<file path="config.mk">
export PLATFORM = sky130hd
export DESIGN_NAME = dwsc_core
export DESIGN_NICKNAME = d
export VERILOG_FILES = /design/src/verilog/dwsc_pkg.sv /design/src/verilog/dwsc_tap_decode.sv /design/src/verilog/dwsc_core.sv
export SDC_FILE = /design/constraint.sdc
export NUM_CORES = 1
export LEC_CHECK = 0
export BUFFER_PORTS_ARGS = -buffer_cell sky130_fd_sc_hd__clkbuf_2
export CORE_AREA = 2 2 206 208
export CTS_CLUSTER_SIZE = 10
export DETAILED_ROUTE_END_ITERATION = 8
export DIE_AREA = 0 0 208 210
export GPL_TIMING_DRIVEN = 0
export PLACE_DENSITY_LB_ADDON = 0.08
export SETUP_SLACK_MARGIN = 0.1
export SLEW_MARGIN = 40
export SYNTH_ARGS = -nofsm -noshare
export SYNTH_HDL_FRONTEND = slang
export SYNTH_SLANG_ARGS = --single-unit
</file>
<file path="constraint.sdc">
create_clock -name clk -period 4 [get_ports clk]
set_input_delay 0.6 -clock clk [delete_from_list [all_inputs] [get_ports clk]]
set_output_delay 0.6 -clock clk [all_outputs]
set_load 0.05 [all_outputs]
</file>
<file path="src/verilog/dwsc_pkg.sv">
// Constants, codes and state types of the dual wiper serial control block.
// Assumes a 125 MHz system clock; serial pins arrive from another domain.
//
// Summary of operation
// Serial output changes on each falling serial clock edge during reads.
// Opcode, address and data bits are sampled on rising serial clock.
// Pause input low freezes the transfer; sequence state is kept.
// A host not using pause keeps the pause input high.
// Command proceeds only if the received slave address matches the straps.
// Chip select high deselects, output floats, standby unless NV busy.
// After power-up nothing runs until chip select has fallen once.
// Write-protect low blocks every nonvolatile setting write.
// Host holds select low, pause and write-protect high all operation.
// Each wiper value enables exactly one of its 256 tap switches.
// Wiper 00 hex selects low terminal, FF hex selects high terminal.
// Wiper changes by serial write, slot load, step, or power-up recall.
// At power-up each wiper loads from its default setting slot zero.
// Wiper position is volatile and rebuilt at each power-up.
// Each pot owns four 8-bit settings, readable, writable, exchangeable.
// A nonvolatile setting write completes within its maximum time.
// Busy flag reads 1 during a nonvolatile write cycle, else 0.
// First byte: upper nibble device type, lower nibble slave address.
// Instruction byte: two slot bits choose slot, bit zero chooses pot.
// Step mode: each clock moves wiper up if input high, else down.
// Stepping saturates at 0 and 255 instead of wrapping.
package dwsc_pkg;

  // Device type nibble; value is arbitrary
  localparam logic [3:0] DEV_TYPE_ID = 4'h9;

  localparam logic [3:0] OP_RD_WIPER = 4'h9;
  localparam logic [3:0] OP_WR_WIPER = 4'ha;
  localparam logic [3:0] OP_RD_SLOT = 4'hb;
  localparam logic [3:0] OP_WR_SLOT = 4'hc;
  localparam logic [3:0] OP_SLOT_TO_WIPER = 4'hd;
  localparam logic [3:0] OP_WIPER_TO_SLOT = 4'he;
  localparam logic [3:0] OP_ALL_SLOT_TO_WIPER = 4'h1;
  localparam logic [3:0] OP_ALL_WIPER_TO_SLOT = 4'h8;
  localparam logic [3:0] OP_STEP = 4'h2;
  localparam logic [3:0] OP_RD_FLAGS = 4'h5;

  // Instruction byte field positions
  localparam int OP_MSB = 7;
  localparam int OP_LSB = 4;
  localparam int SLOT_HI_POS = 3;
  localparam int SLOT_LO_POS = 2;
  localparam int POT_SEL_POS = 0;

  localparam logic [7:0] WIPER_MIN = 8'h00;
  localparam logic [7:0] WIPER_MAX = 8'hff;
  localparam logic [7:0] RST_BYTE = 8'h00;
  localparam logic [1:0] DEFAULT_SLOT = 2'h0;

  // Nonvolatile write time, longest figure rounded down to cycles
  localparam int CLK_KHZ = 125000;
  localparam int NV_WRITE_MS = 10;
  localparam int NV_WRITE_CYCLES = NV_WRITE_MS * CLK_KHZ;
  localparam int BUSY_W = 21;

  typedef enum logic [8:0] {
    ST_RECALL = 9'h001,
    ST_ARMED  = 9'h002,
    ST_IDLE   = 9'h004,
    ST_ID     = 9'h008,
    ST_INSTR  = 9'h010,
    ST_WDATA  = 9'h020,
    ST_RDATA  = 9'h040,
    ST_STEP   = 9'h080,
    ST_SKIP   = 9'h100
  } dwsc_fsm_type;

endpackage : dwsc_pkg

</file>
<file path="src/verilog/dwsc_tap_decode.sv">
// Tap switch decoder for one resistor array.
// Assumes a registered wiper value at its input.
`timescale 1ns/1ps
module dwsc_tap_decode
(
  // Wiper value
  input wire logic [7:0] pos,
  // One enable per tap, index 0 at the low terminal
  output logic [255:0] tap_en
);

  genvar i;
  generate
    for (i = 0; i < 256; i++)
    begin : g_tap
      assign tap_en[i] = (pos == 8'(i));
    end
  endgenerate

endmodule : dwsc_tap_decode

</file>
<file path="src/verilog/dwsc_core.sv">
// Serial control core of a dual digitally controlled potentiometer.
// Assumes all serial pins and straps are asynchronous to clk; the
// serial clock is slower than clk / 8 so each edge is seen.
`timescale 1ns/1ps
module dwsc_core
#(
  parameter int unsigned NV_WRITE_CYCLES = dwsc_pkg::NV_WRITE_CYCLES
)
(
  // System
  input wire logic clk,
  input wire logic nrst,
  // Serial link
  input wire logic sck,
  input wire logic si,
  input wire logic cs_n,
  input wire logic hold_n,
  input wire logic wp_n,
  output logic so_o,
  output logic so_oe_n,
  // Address straps
  input wire logic [1:0] addr_strap,
  // Potentiometer side
  output logic [1:0][255:0] tap_en,
  output logic nv_write_busy,
  output logic standby
);
  import dwsc_pkg::*;

  typedef struct packed {
    logic sck_m, sck_s, sck_d;
    logic si_m, si_s;
    logic cs_m, cs_s, cs_d;
    logic hold_m, hold_s;
    logic wp_m, wp_s;
    logic [1:0] strap_m, strap_s;
    dwsc_fsm_type state;
    logic [2:0] bit_cnt;
    logic [6:0] shift;
    logic [3:0] op;
    logic pot;
    logic [1:0] slot;
    logic [7:0] out_sr;
    logic so;
    logic drive;
    logic [1:0][7:0] wiper_position_reg;
    logic [1:0][3:0][7:0] stored_setting_reg;
    logic nv_pend, nv_glob, nv_pot;
    logic [1:0] nv_slot;
    logic [7:0] nv_data;
    logic busy;
    logic [BUSY_W-1:0] busy_cnt;
  } dwsc_state_type;

  localparam logic [BUSY_W-1:0] BUSY_LAST = BUSY_W'(NV_WRITE_CYCLES - 1);

  dwsc_state_type r_reg, r_next;
  logic link_on, rise, fall, cs_fall, cs_rise, byte_done;
  logic [7:0] byte_in;

  assign cs_fall = r_reg.cs_d & ~r_reg.cs_s;
  assign cs_rise = ~r_reg.cs_d & r_reg.cs_s;
  // Edges are ignored while paused; the host pauses only with sck low
  assign link_on = ~r_reg.cs_s & r_reg.hold_s;
  assign rise = link_on & r_reg.sck_s & ~r_reg.sck_d;
  assign fall = link_on & ~r_reg.sck_s & r_reg.sck_d;
  assign byte_in = {r_reg.shift, r_reg.si_s};
  assign byte_done = rise & (r_reg.bit_cnt == 3'h7);

  always_comb
  begin
    r_next = r_reg;
    r_next.sck_m = sck;
    r_next.sck_s = r_reg.sck_m;
    r_next.sck_d = r_reg.sck_s;
    r_next.si_m = si;
    r_next.si_s = r_reg.si_m;
    r_next.cs_m = cs_n;
    r_next.cs_s = r_reg.cs_m;
    r_next.cs_d = r_reg.cs_s;
    r_next.hold_m = hold_n;
    r_next.hold_s = r_reg.hold_m;
    r_next.wp_m = wp_n;
    r_next.wp_s = r_reg.wp_m;
    r_next.strap_m = addr_strap;
    r_next.strap_s = r_reg.strap_m;

    if (r_reg.busy)
    begin
      if (r_reg.busy_cnt == BUSY_LAST)
      begin
        r_next.busy = 1'b0;
      end
      else
      begin
        r_next.busy_cnt = r_reg.busy_cnt + 1'b1;
      end
    end

    if (rise)
    begin
      r_next.shift = byte_in[6:0];
      r_next.bit_cnt = r_reg.bit_cnt + 3'h1;
    end

    unique case (r_reg.state)
      ST_RECALL:
      begin
        // Wipers are volatile and rebuilt from slot zero after reset
        for (int p = 0; p < 2; p++)
        begin
          r_next.wiper_position_reg[p] =
            r_reg.stored_setting_reg[p][DEFAULT_SLOT];
        end
        r_next.state = ST_ARMED;
      end
      ST_ARMED:
      begin
        if (cs_fall)
        begin
          r_next.state = ST_ID;
          r_next.bit_cnt = 3'h0;
        end
      end
      ST_IDLE, ST_SKIP:
      begin
      end
      ST_ID:
      begin
        if (byte_done)
        begin
          if (byte_in[7:4] == DEV_TYPE_ID
              && byte_in[3:0] == {2'b00, r_reg.strap_s})
          begin
            r_next.state = ST_INSTR;
          end
          else
          begin
            r_next.state = ST_SKIP;
          end
        end
      end
      ST_INSTR:
      begin
        if (byte_done)
        begin
          r_next.op = byte_in[OP_MSB:OP_LSB];
          r_next.slot = {byte_in[SLOT_HI_POS], byte_in[SLOT_LO_POS]};
          r_next.pot = byte_in[POT_SEL_POS];
          r_next.state = ST_SKIP;
          // Only the flag read is served while a NV cycle runs
          if (!r_reg.busy || byte_in[OP_MSB:OP_LSB] == OP_RD_FLAGS)
          begin
            unique case (byte_in[OP_MSB:OP_LSB])
              OP_RD_WIPER:
              begin
                r_next.out_sr =
                  r_reg.wiper_position_reg[byte_in[POT_SEL_POS]];
                r_next.state = ST_RDATA;
              end
              OP_RD_SLOT:
              begin
                r_next.out_sr = r_reg.stored_setting_reg
                  [byte_in[POT_SEL_POS]][r_next.slot];
                r_next.state = ST_RDATA;
              end
              OP_RD_FLAGS:
              begin
                r_next.out_sr = {7'h00, r_reg.busy};
                r_next.state = ST_RDATA;
              end
              OP_WR_WIPER, OP_WR_SLOT:
              begin
                r_next.state = ST_WDATA;
              end
              OP_SLOT_TO_WIPER:
              begin
                r_next.wiper_position_reg[byte_in[POT_SEL_POS]] =
                  r_reg.stored_setting_reg
                  [byte_in[POT_SEL_POS]][r_next.slot];
              end
              OP_ALL_SLOT_TO_WIPER:
              begin
                for (int p = 0; p < 2; p++)
                begin
                  r_next.wiper_position_reg[p] =
                    r_reg.stored_setting_reg[p][r_next.slot];
                end
              end
              OP_WIPER_TO_SLOT, OP_ALL_WIPER_TO_SLOT:
              begin
                r_next.nv_pend = 1'b1;
                r_next.nv_glob =
                  (byte_in[OP_MSB:OP_LSB] == OP_ALL_WIPER_TO_SLOT);
                r_next.nv_pot = byte_in[POT_SEL_POS];
                r_next.nv_slot = r_next.slot;
                r_next.nv_data =
                  r_reg.wiper_position_reg[byte_in[POT_SEL_POS]];
              end
              OP_STEP:
              begin
                r_next.state = ST_STEP;
              end
              default:
              begin
              end
            endcase
          end
        end
      end
      ST_WDATA:
      begin
        if (byte_done)
        begin
          r_next.state = ST_SKIP;
          if (r_reg.op == OP_WR_WIPER)
          begin
            r_next.wiper_position_reg[r_reg.pot] = byte_in;
          end
          else
          begin
            r_next.nv_pend = 1'b1;
            r_next.nv_glob = 1'b0;
            r_next.nv_pot = r_reg.pot;
            r_next.nv_slot = r_reg.slot;
            r_next.nv_data = byte_in;
          end
        end
      end
      ST_RDATA:
      begin
        if (fall)
        begin
          r_next.so = r_reg.out_sr[7];
          r_next.out_sr = {r_reg.out_sr[6:0], 1'b0};
        end
        if (byte_done)
        begin
          r_next.state = ST_SKIP;
        end
      end
      ST_STEP:
      begin
        if (rise)
        begin
          // Saturate at the ends rather than wrap
          if (r_reg.si_s
              && r_reg.wiper_position_reg[r_reg.pot] != WIPER_MAX)
          begin
            r_next.wiper_position_reg[r_reg.pot] =
              r_reg.wiper_position_reg[r_reg.pot] + 8'h01;
          end
          else if (!r_reg.si_s
              && r_reg.wiper_position_reg[r_reg.pot] != WIPER_MIN)
          begin
            r_next.wiper_position_reg[r_reg.pot] =
              r_reg.wiper_position_reg[r_reg.pot] - 8'h01;
          end
        end
      end
    endcase

    if (r_reg.state != ST_RECALL && r_reg.state != ST_ARMED)
    begin
      if (cs_fall)
      begin
        r_next.state = ST_ID;
        r_next.bit_cnt = 3'h0;
        r_next.nv_pend = 1'b0;
      end
      else if (cs_rise)
      begin
        r_next.state = ST_IDLE;
        r_next.nv_pend = 1'b0;
        // NV writes commit only on deselect, and only if unprotected
        if (r_reg.nv_pend && r_reg.wp_s)
        begin
          for (int p = 0; p < 2; p++)
          begin
            if (r_reg.nv_glob)
            begin
              r_next.stored_setting_reg[p][r_reg.nv_slot] =
                r_reg.wiper_position_reg[p];
            end
            else if (r_reg.nv_pot == 1'(p))
            begin
              r_next.stored_setting_reg[p][r_reg.nv_slot] = r_reg.nv_data;
            end
          end
          r_next.busy = 1'b1;
          r_next.busy_cnt = '0;
        end
      end
    end
    r_next.drive = (r_next.state == ST_RDATA) && !r_reg.cs_s;
  end

  always_ff @(posedge clk or negedge nrst)
  begin
    if (!nrst)
    begin
      r_reg <= '{state: ST_RECALL, hold_m: 1'b1, hold_s: 1'b1,
                 wp_m: 1'b1, wp_s: 1'b1, default: '0};
    end
    else
    begin
      r_reg <= r_next;
    end
  end

  genvar g;
  generate
    for (g = 0; g < 2; g++)
    begin : g_pot
      dwsc_tap_decode u_dec (
        .pos (r_reg.wiper_position_reg[g]),
        .tap_en (tap_en[g])
      );
    end
  endgenerate

  assign so_o = r_reg.so;
  assign so_oe_n = ~r_reg.drive;
  assign nv_write_busy = r_reg.busy;
  assign standby = r_reg.cs_s & ~r_reg.busy;
endmodule : dwsc_core

</file>
* Word level (Yosys, flattened, before mapping) *
Cells that the tools add are included.

word-level totals
  bits in registers = 167
  latch bits = 0
  bits in writable memories = 0
  memory bits (read-only) = 0
  bits of input ports = 9
  output and inout bits = 516
  word-level logic and storage cells = 719
  memories kept = 0

operators by class
  add/subtract/negate cells = 4
  multipliers = 0
  div/mod/pow operators = 0
  order comparisons = 7
  equality and inequality tests = 547
  shift-type cells = 0
  multiplexer cells = 74
  bitwise operators = 16
  reductions and logical operators = 31

operators with widths
  kind                  number
  $eq A8 B8 Y1 const B  256
  $eq A8 B7 Y1 const B  128
  $eq A8 B6 Y1 const B  64
  $eq A8 B5 Y1 const B  32
  $mux W32              6
  $bwmux W32            4
  $eq A8 B4 Y1 const B  16
  $mux W16              7
  $mux W22              5
  $mux W8               12
  $mux W9               8
  $mux W13              5
  $bwmux W16            4
  $eq A8 B3 Y1 const B  8
  $pmux W16 S4          1
  $bmux W8 S2           3
  $pmux W9 S5           1
  $eq A4 B4 Y1 const B  8
  $eq A8 B2 Y1 const B  4
  $pmux W16 S2          1
  $pmux W9 S3           1
  $pmux W13 S2          1
  $mux W12              2
  $pmux W8 S3           1
  other kinds (52)      101

* Logic depth before layout (Yosys ltp) *
  depth in word-level cells = 12
  gate-level depth with buffers = 13

* Modules after synthesis *
Synthesis repeated with hierarchy kept, for this count alone.

second synthesis, totals
  cells, all modules = 1670
  area total of the unflattened synthesis = 12607.1 µm²

modules (own cells, without submodules)
  module           instances  cells an instance  area each (µm²)  seq. area each (µm²)
  dwsc_core        1          970                9161.3           4185.3
  dwsc_tap_decode  2          350                1722.9           0.0

* Worst setup path before layout *
Ideal clock, no wire load.

  kind = register to register
  start point = reg r_reg[127] (netlist name)
  end point = reg r_reg[114] (netlist name)
  data arrival time = 2.994 ns
  data required time = 3.861 ns
  path slack = 0.867 ns
  stages on the path, launching flop included = 14
  path through = dfrtp_1 buf_1 clkbuf_1 mux2i_1 inv_1 ha_1 nand4b_1 a221oi_1 nand2_1 a21oi_1 or3_1 buf_2 buf_6 o31ai_2

on the way
  cells in the longest elaborated chain, start to end = 9

ends and longest elaborated chain
  item                                                                   line              source
  start, declared                                                        dwsc_core.sv:57   dwsc_state_type r_reg, r_next;
  start signal, assigned                                                 dwsc_core.sv:302  r_reg <= '{state: ST_RECALL, hold_m: 1'b1, hold_s: 1'b1,
  start signal, assigned                                                 dwsc_core.sv:307  r_reg <= r_next;
  parallel branches: the longest is 9 deep, another holds $sub A8 B1 Y8  --

Several ways; the timed one is not identified. The select of a mux whose other input is x is not followed.
A chain may end at the register's enable or synchronous reset.

==> summary by stage <==
Global route
The number of antenna violations at the first check in global routing is 0. The overall overflow remaining after global route is 0. The first global-routing pass estimated around 89 mm of wire.

The pin count of the biggest net entering global routing is between 60 and 70. The total routing resource utilization after global routing is 0.268. The number of global-route vias before repair is approximately 14000.

Detailed routing
After detailed routing, the number of remaining DRC violations is 0. Dividing the detail-routed via count by the number of cells gives ~5.3. The length of the first detailed-routing pass in iterations is 6. After detailed routing, the average wire length per cell comes to around 22 um. The count of nets left with antenna violations once routing finished came out at 0. The total wire length after detailed routing is roughly 61 mm. The first routing iteration left about 1400 violations. Across all layers, the routed design uses 14606 vias.

Synthesis
After synthesis, the share of flip-flops with an asynchronous set or reset is 1.00. The post-synthesis area per instance is around 7.1 um^2. In the synthesized netlist the dominant register cell turns out to be dfrtp_1. The count of yosys warnings during synthesis is 0.

The synthesized design contains 0 enable-type register cells. The number of standard cells after synthesis is around 1600. Synthesis instantiated 80 different standard cells from the library.

The mapped cell area is approximately 0.012 mm^2. The number of nets in the synthesized netlist is ~1700. After synthesis the netlist holds a flip-flop and latch count of around 170.

The share of the Yosys chip area taken by registers is 0.356.

STA
The clock arrives with ~0.014 ns of skew. Setup violations remaining at the end of the flow were counted as 0. The highest attainable clock frequency is about 260 MHz. In this run the tightest slew margin relative to its limit is 0.422. On the final layout, the worst hold slack is approximately 0.085 ns. Dividing the final minimum period by the clock period gives 0.960.

The final critical-path setup slack is ~0.16 ns. The final-report max-slew violation count is 0. The post-route minimum period is between 3 and 4 ns. The final number of hold-violating endpoints was 0. Setup repair after global routing could not meet its margin everywhere. For the final routed database, the setup TNS stands at 0 ns.

The transition time of the tightest slew-check pin is 0.867 ns.

Worst setup path
For the worst setup path, the data required time is 3.40 ns. The maximum net fanout on the critical path is 10. STA classifies the critical path startpoint as a flip-flop. The category of the most critical setup path is reg -> out.

STA classifies the critical path endpoint as a primary output. The signal arrival time at the worst endpoint is about 3.2 ns.

Placed design
The worst slack at placement is -0.215 ns. Routability-driven placement finished with a final weighted congestion of between 0.9 and 1. During placement, the flow inserted port buffers numbering around 520.

After legalization and detailed placement, the total HPWL measured about 49 mm.

Worst hold path
The worst min-delay path class is in -> async.

Run
Max-cap violations in this run came to 0.

Floorplanning
For this configuration, the core starts out at a cell density of 0.283. The core area is 0.0415 mm^2. The x dimension of the die is 208 um. The floorplan step defined a die boundary enclosing roughly 0.044 mm^2.

Pin placement for this block handled about 530 I/O pins. The number of rows created at floorplan is 75. The overall die height is roughly 210 um.

Clocking
Counting the buffers created by CTS gives 17. The clock network latency to the later pin of the worst-skew pair is between 0.4 and 0.5 ns. Clock-pin slew was measured on the worst setup and hold paths at 0.07 ns.

The number of clock sinks seen by CTS is around 170. The cell sitting at the root of the clock tree is a clkbuf_16. The clock tree buffer depth is 2. The number of H-tree levels is 4. The post-CTS repair timing setup buffer count is 0. The hold buffer count at CTS is 0. The CTS tree is done.

Final layout
The layout has 4571 filler cells. The ratio of cells with drive above 1 in the final layout is 0.287. The number of nets at the end of the flow is between 2000 and 2500. The antenna diode instance count is 0.

The layout overhead on the synthesized area is 33.8%. The register with the most flip-flops in the layout has around 150 of them.

Power
The reported leakage power is between 7 and 8 nW. Across the VDD grid, the largest voltage drop is roughly 280 uV. Power spread over the standard cell area amounts to around 240 mW/mm^2.

Outcome
The run finished with clean final reports.
==> cells in the final DEF, fill, tap and decap left out, types with 17 or more instances in the layout <==
cell type / n
nor2b_1: 28
nor3_1: 26
inv_1: 26
mux2_2: 17
a21oi_1: 56
nand3_1: 45
o21ai_0: 85
nand2_1: 161
dfrtp_1: 162
clkbuf_1: 120
clkbuf_16: 17
nor2_1: 600
clkbuf_2: 536
mux2i_1: 31
xnor2_1: 18
==> power by group <==
group	internal, mW	switching (mW)	leakage [nW]
clock	0.827	0.791	0.280
combinational	0.138	0.278	4.63
sequential	1.72	0.0416	2.28
total	2.68	1.11	7.19
==> metrics by stage <==
stage / instance area (um^2) / std cells / utilization / total power [mW]
2_1_floorplan: 11800 / 1649 / - / 2.03
3_5_place_dp: 15100 / 2714 / 0.365 / 2.21
5_1_grt: 15700 / 2746 / 0.379 / 3.94
4_1_cts: 15700 / 2746 / 0.379 / 3.83
3_3_place_gp: 15100 / 2712 / 0.363 / 2.20
6_report: 15700 / 2746 / 0.379 / 3.80
==> critical path: stages (launching register included) <==
cell and delay [ns]:
dfrtp_1 0.51, clkbuf_2 0.35, nor2b_1 0.34, nand2_1 0.37, clkbuf_1 0.45, nor2_2 0.41
clkbuf_2 0.35
==> metal layers <==
metal	global-route usage	up-vias	share of wire
met5	0	-	0
met4	0.0624	0	0.019
met3	0.0633	67	0.081
met2	0.433	700	0.47
met1	0.365	7180	0.43
li1	-	6659	-
==> cell usage after synthesis, types with 17 or more instances <==
master	count	area (um^2)
mux2_2	17	191
nand3_1	45	225
nor2_1	601	2260
clkbuf_1	129	484
mux2i_1	31	310
nor3_1	27	135
nor2b_1	28	175
xnor2_1	18	158
o21ai_0	85	425
nand2_1	161	604
inv_1	26	97.6
dfrtp_1	162	4050
a21oi_1	57	285
==> final timing paths <==
kind	from	end	cells past startpoint	slack (ns)
max in group asynchronous	nrst	r_reg[106]	3	2.91
setup / recovery	r_reg[108]	tap_en[394]	6	0.16
min in group clk	wp_n	r_next[155]	1	0.24
hold / removal	nrst	r_reg[0]	1	0.08
setup reg to reg	r_reg[127]	r_reg[109]	13	0.48
hold reg to reg	r_next[165]	r_next[164]	0	0.34
==> layout make-up <==
class / count / area, um^2 / area share
plain buffers: 145 / 583 / 0.0371
flip-flops and latches: 167 / 4190 / 0.266
repair buffers: 526 / 2690 / 0.171
clock inverters: 14 / 135 / 0.00859
inverters: 26 / 97.6 / 0.00620
multi-input cells: 1311 / 6940 / 0.441
well taps: 539 / 674 / 0.0429
clock buffers: 18 / 429 / 0.0273
==> what timing repair did <==
item	4_1_cts	5_1_grt
endpoints found under the hold margin	0	0
resized for setup	3	14
setup endpoints to repair	17	92
pin swaps	0	1
==> kinds of logic (layout without fill, tap and decap cells) <==
| kind of cell | Yosys count | after routing | share of synthesized area |
|---|---|---|---|
| AO/OA/AOI/OAI | 268 | 268 | 0.146 |
| AND/OR/NAND/NOR | 948 | 948 | 0.343 |
| flip-flops | 167 | 167 | 0.356 |
| buffers and inverters | 171 | 729 | 0.0565 |
| XOR/XNOR | 25 | 25 | 0.0186 |
| multiplexers | 64 | 64 | 0.0733 |
| adder cells (fa/ha/maj) | 6 | 6 | 0.00638 |
(Power assumes the default switching activity.)
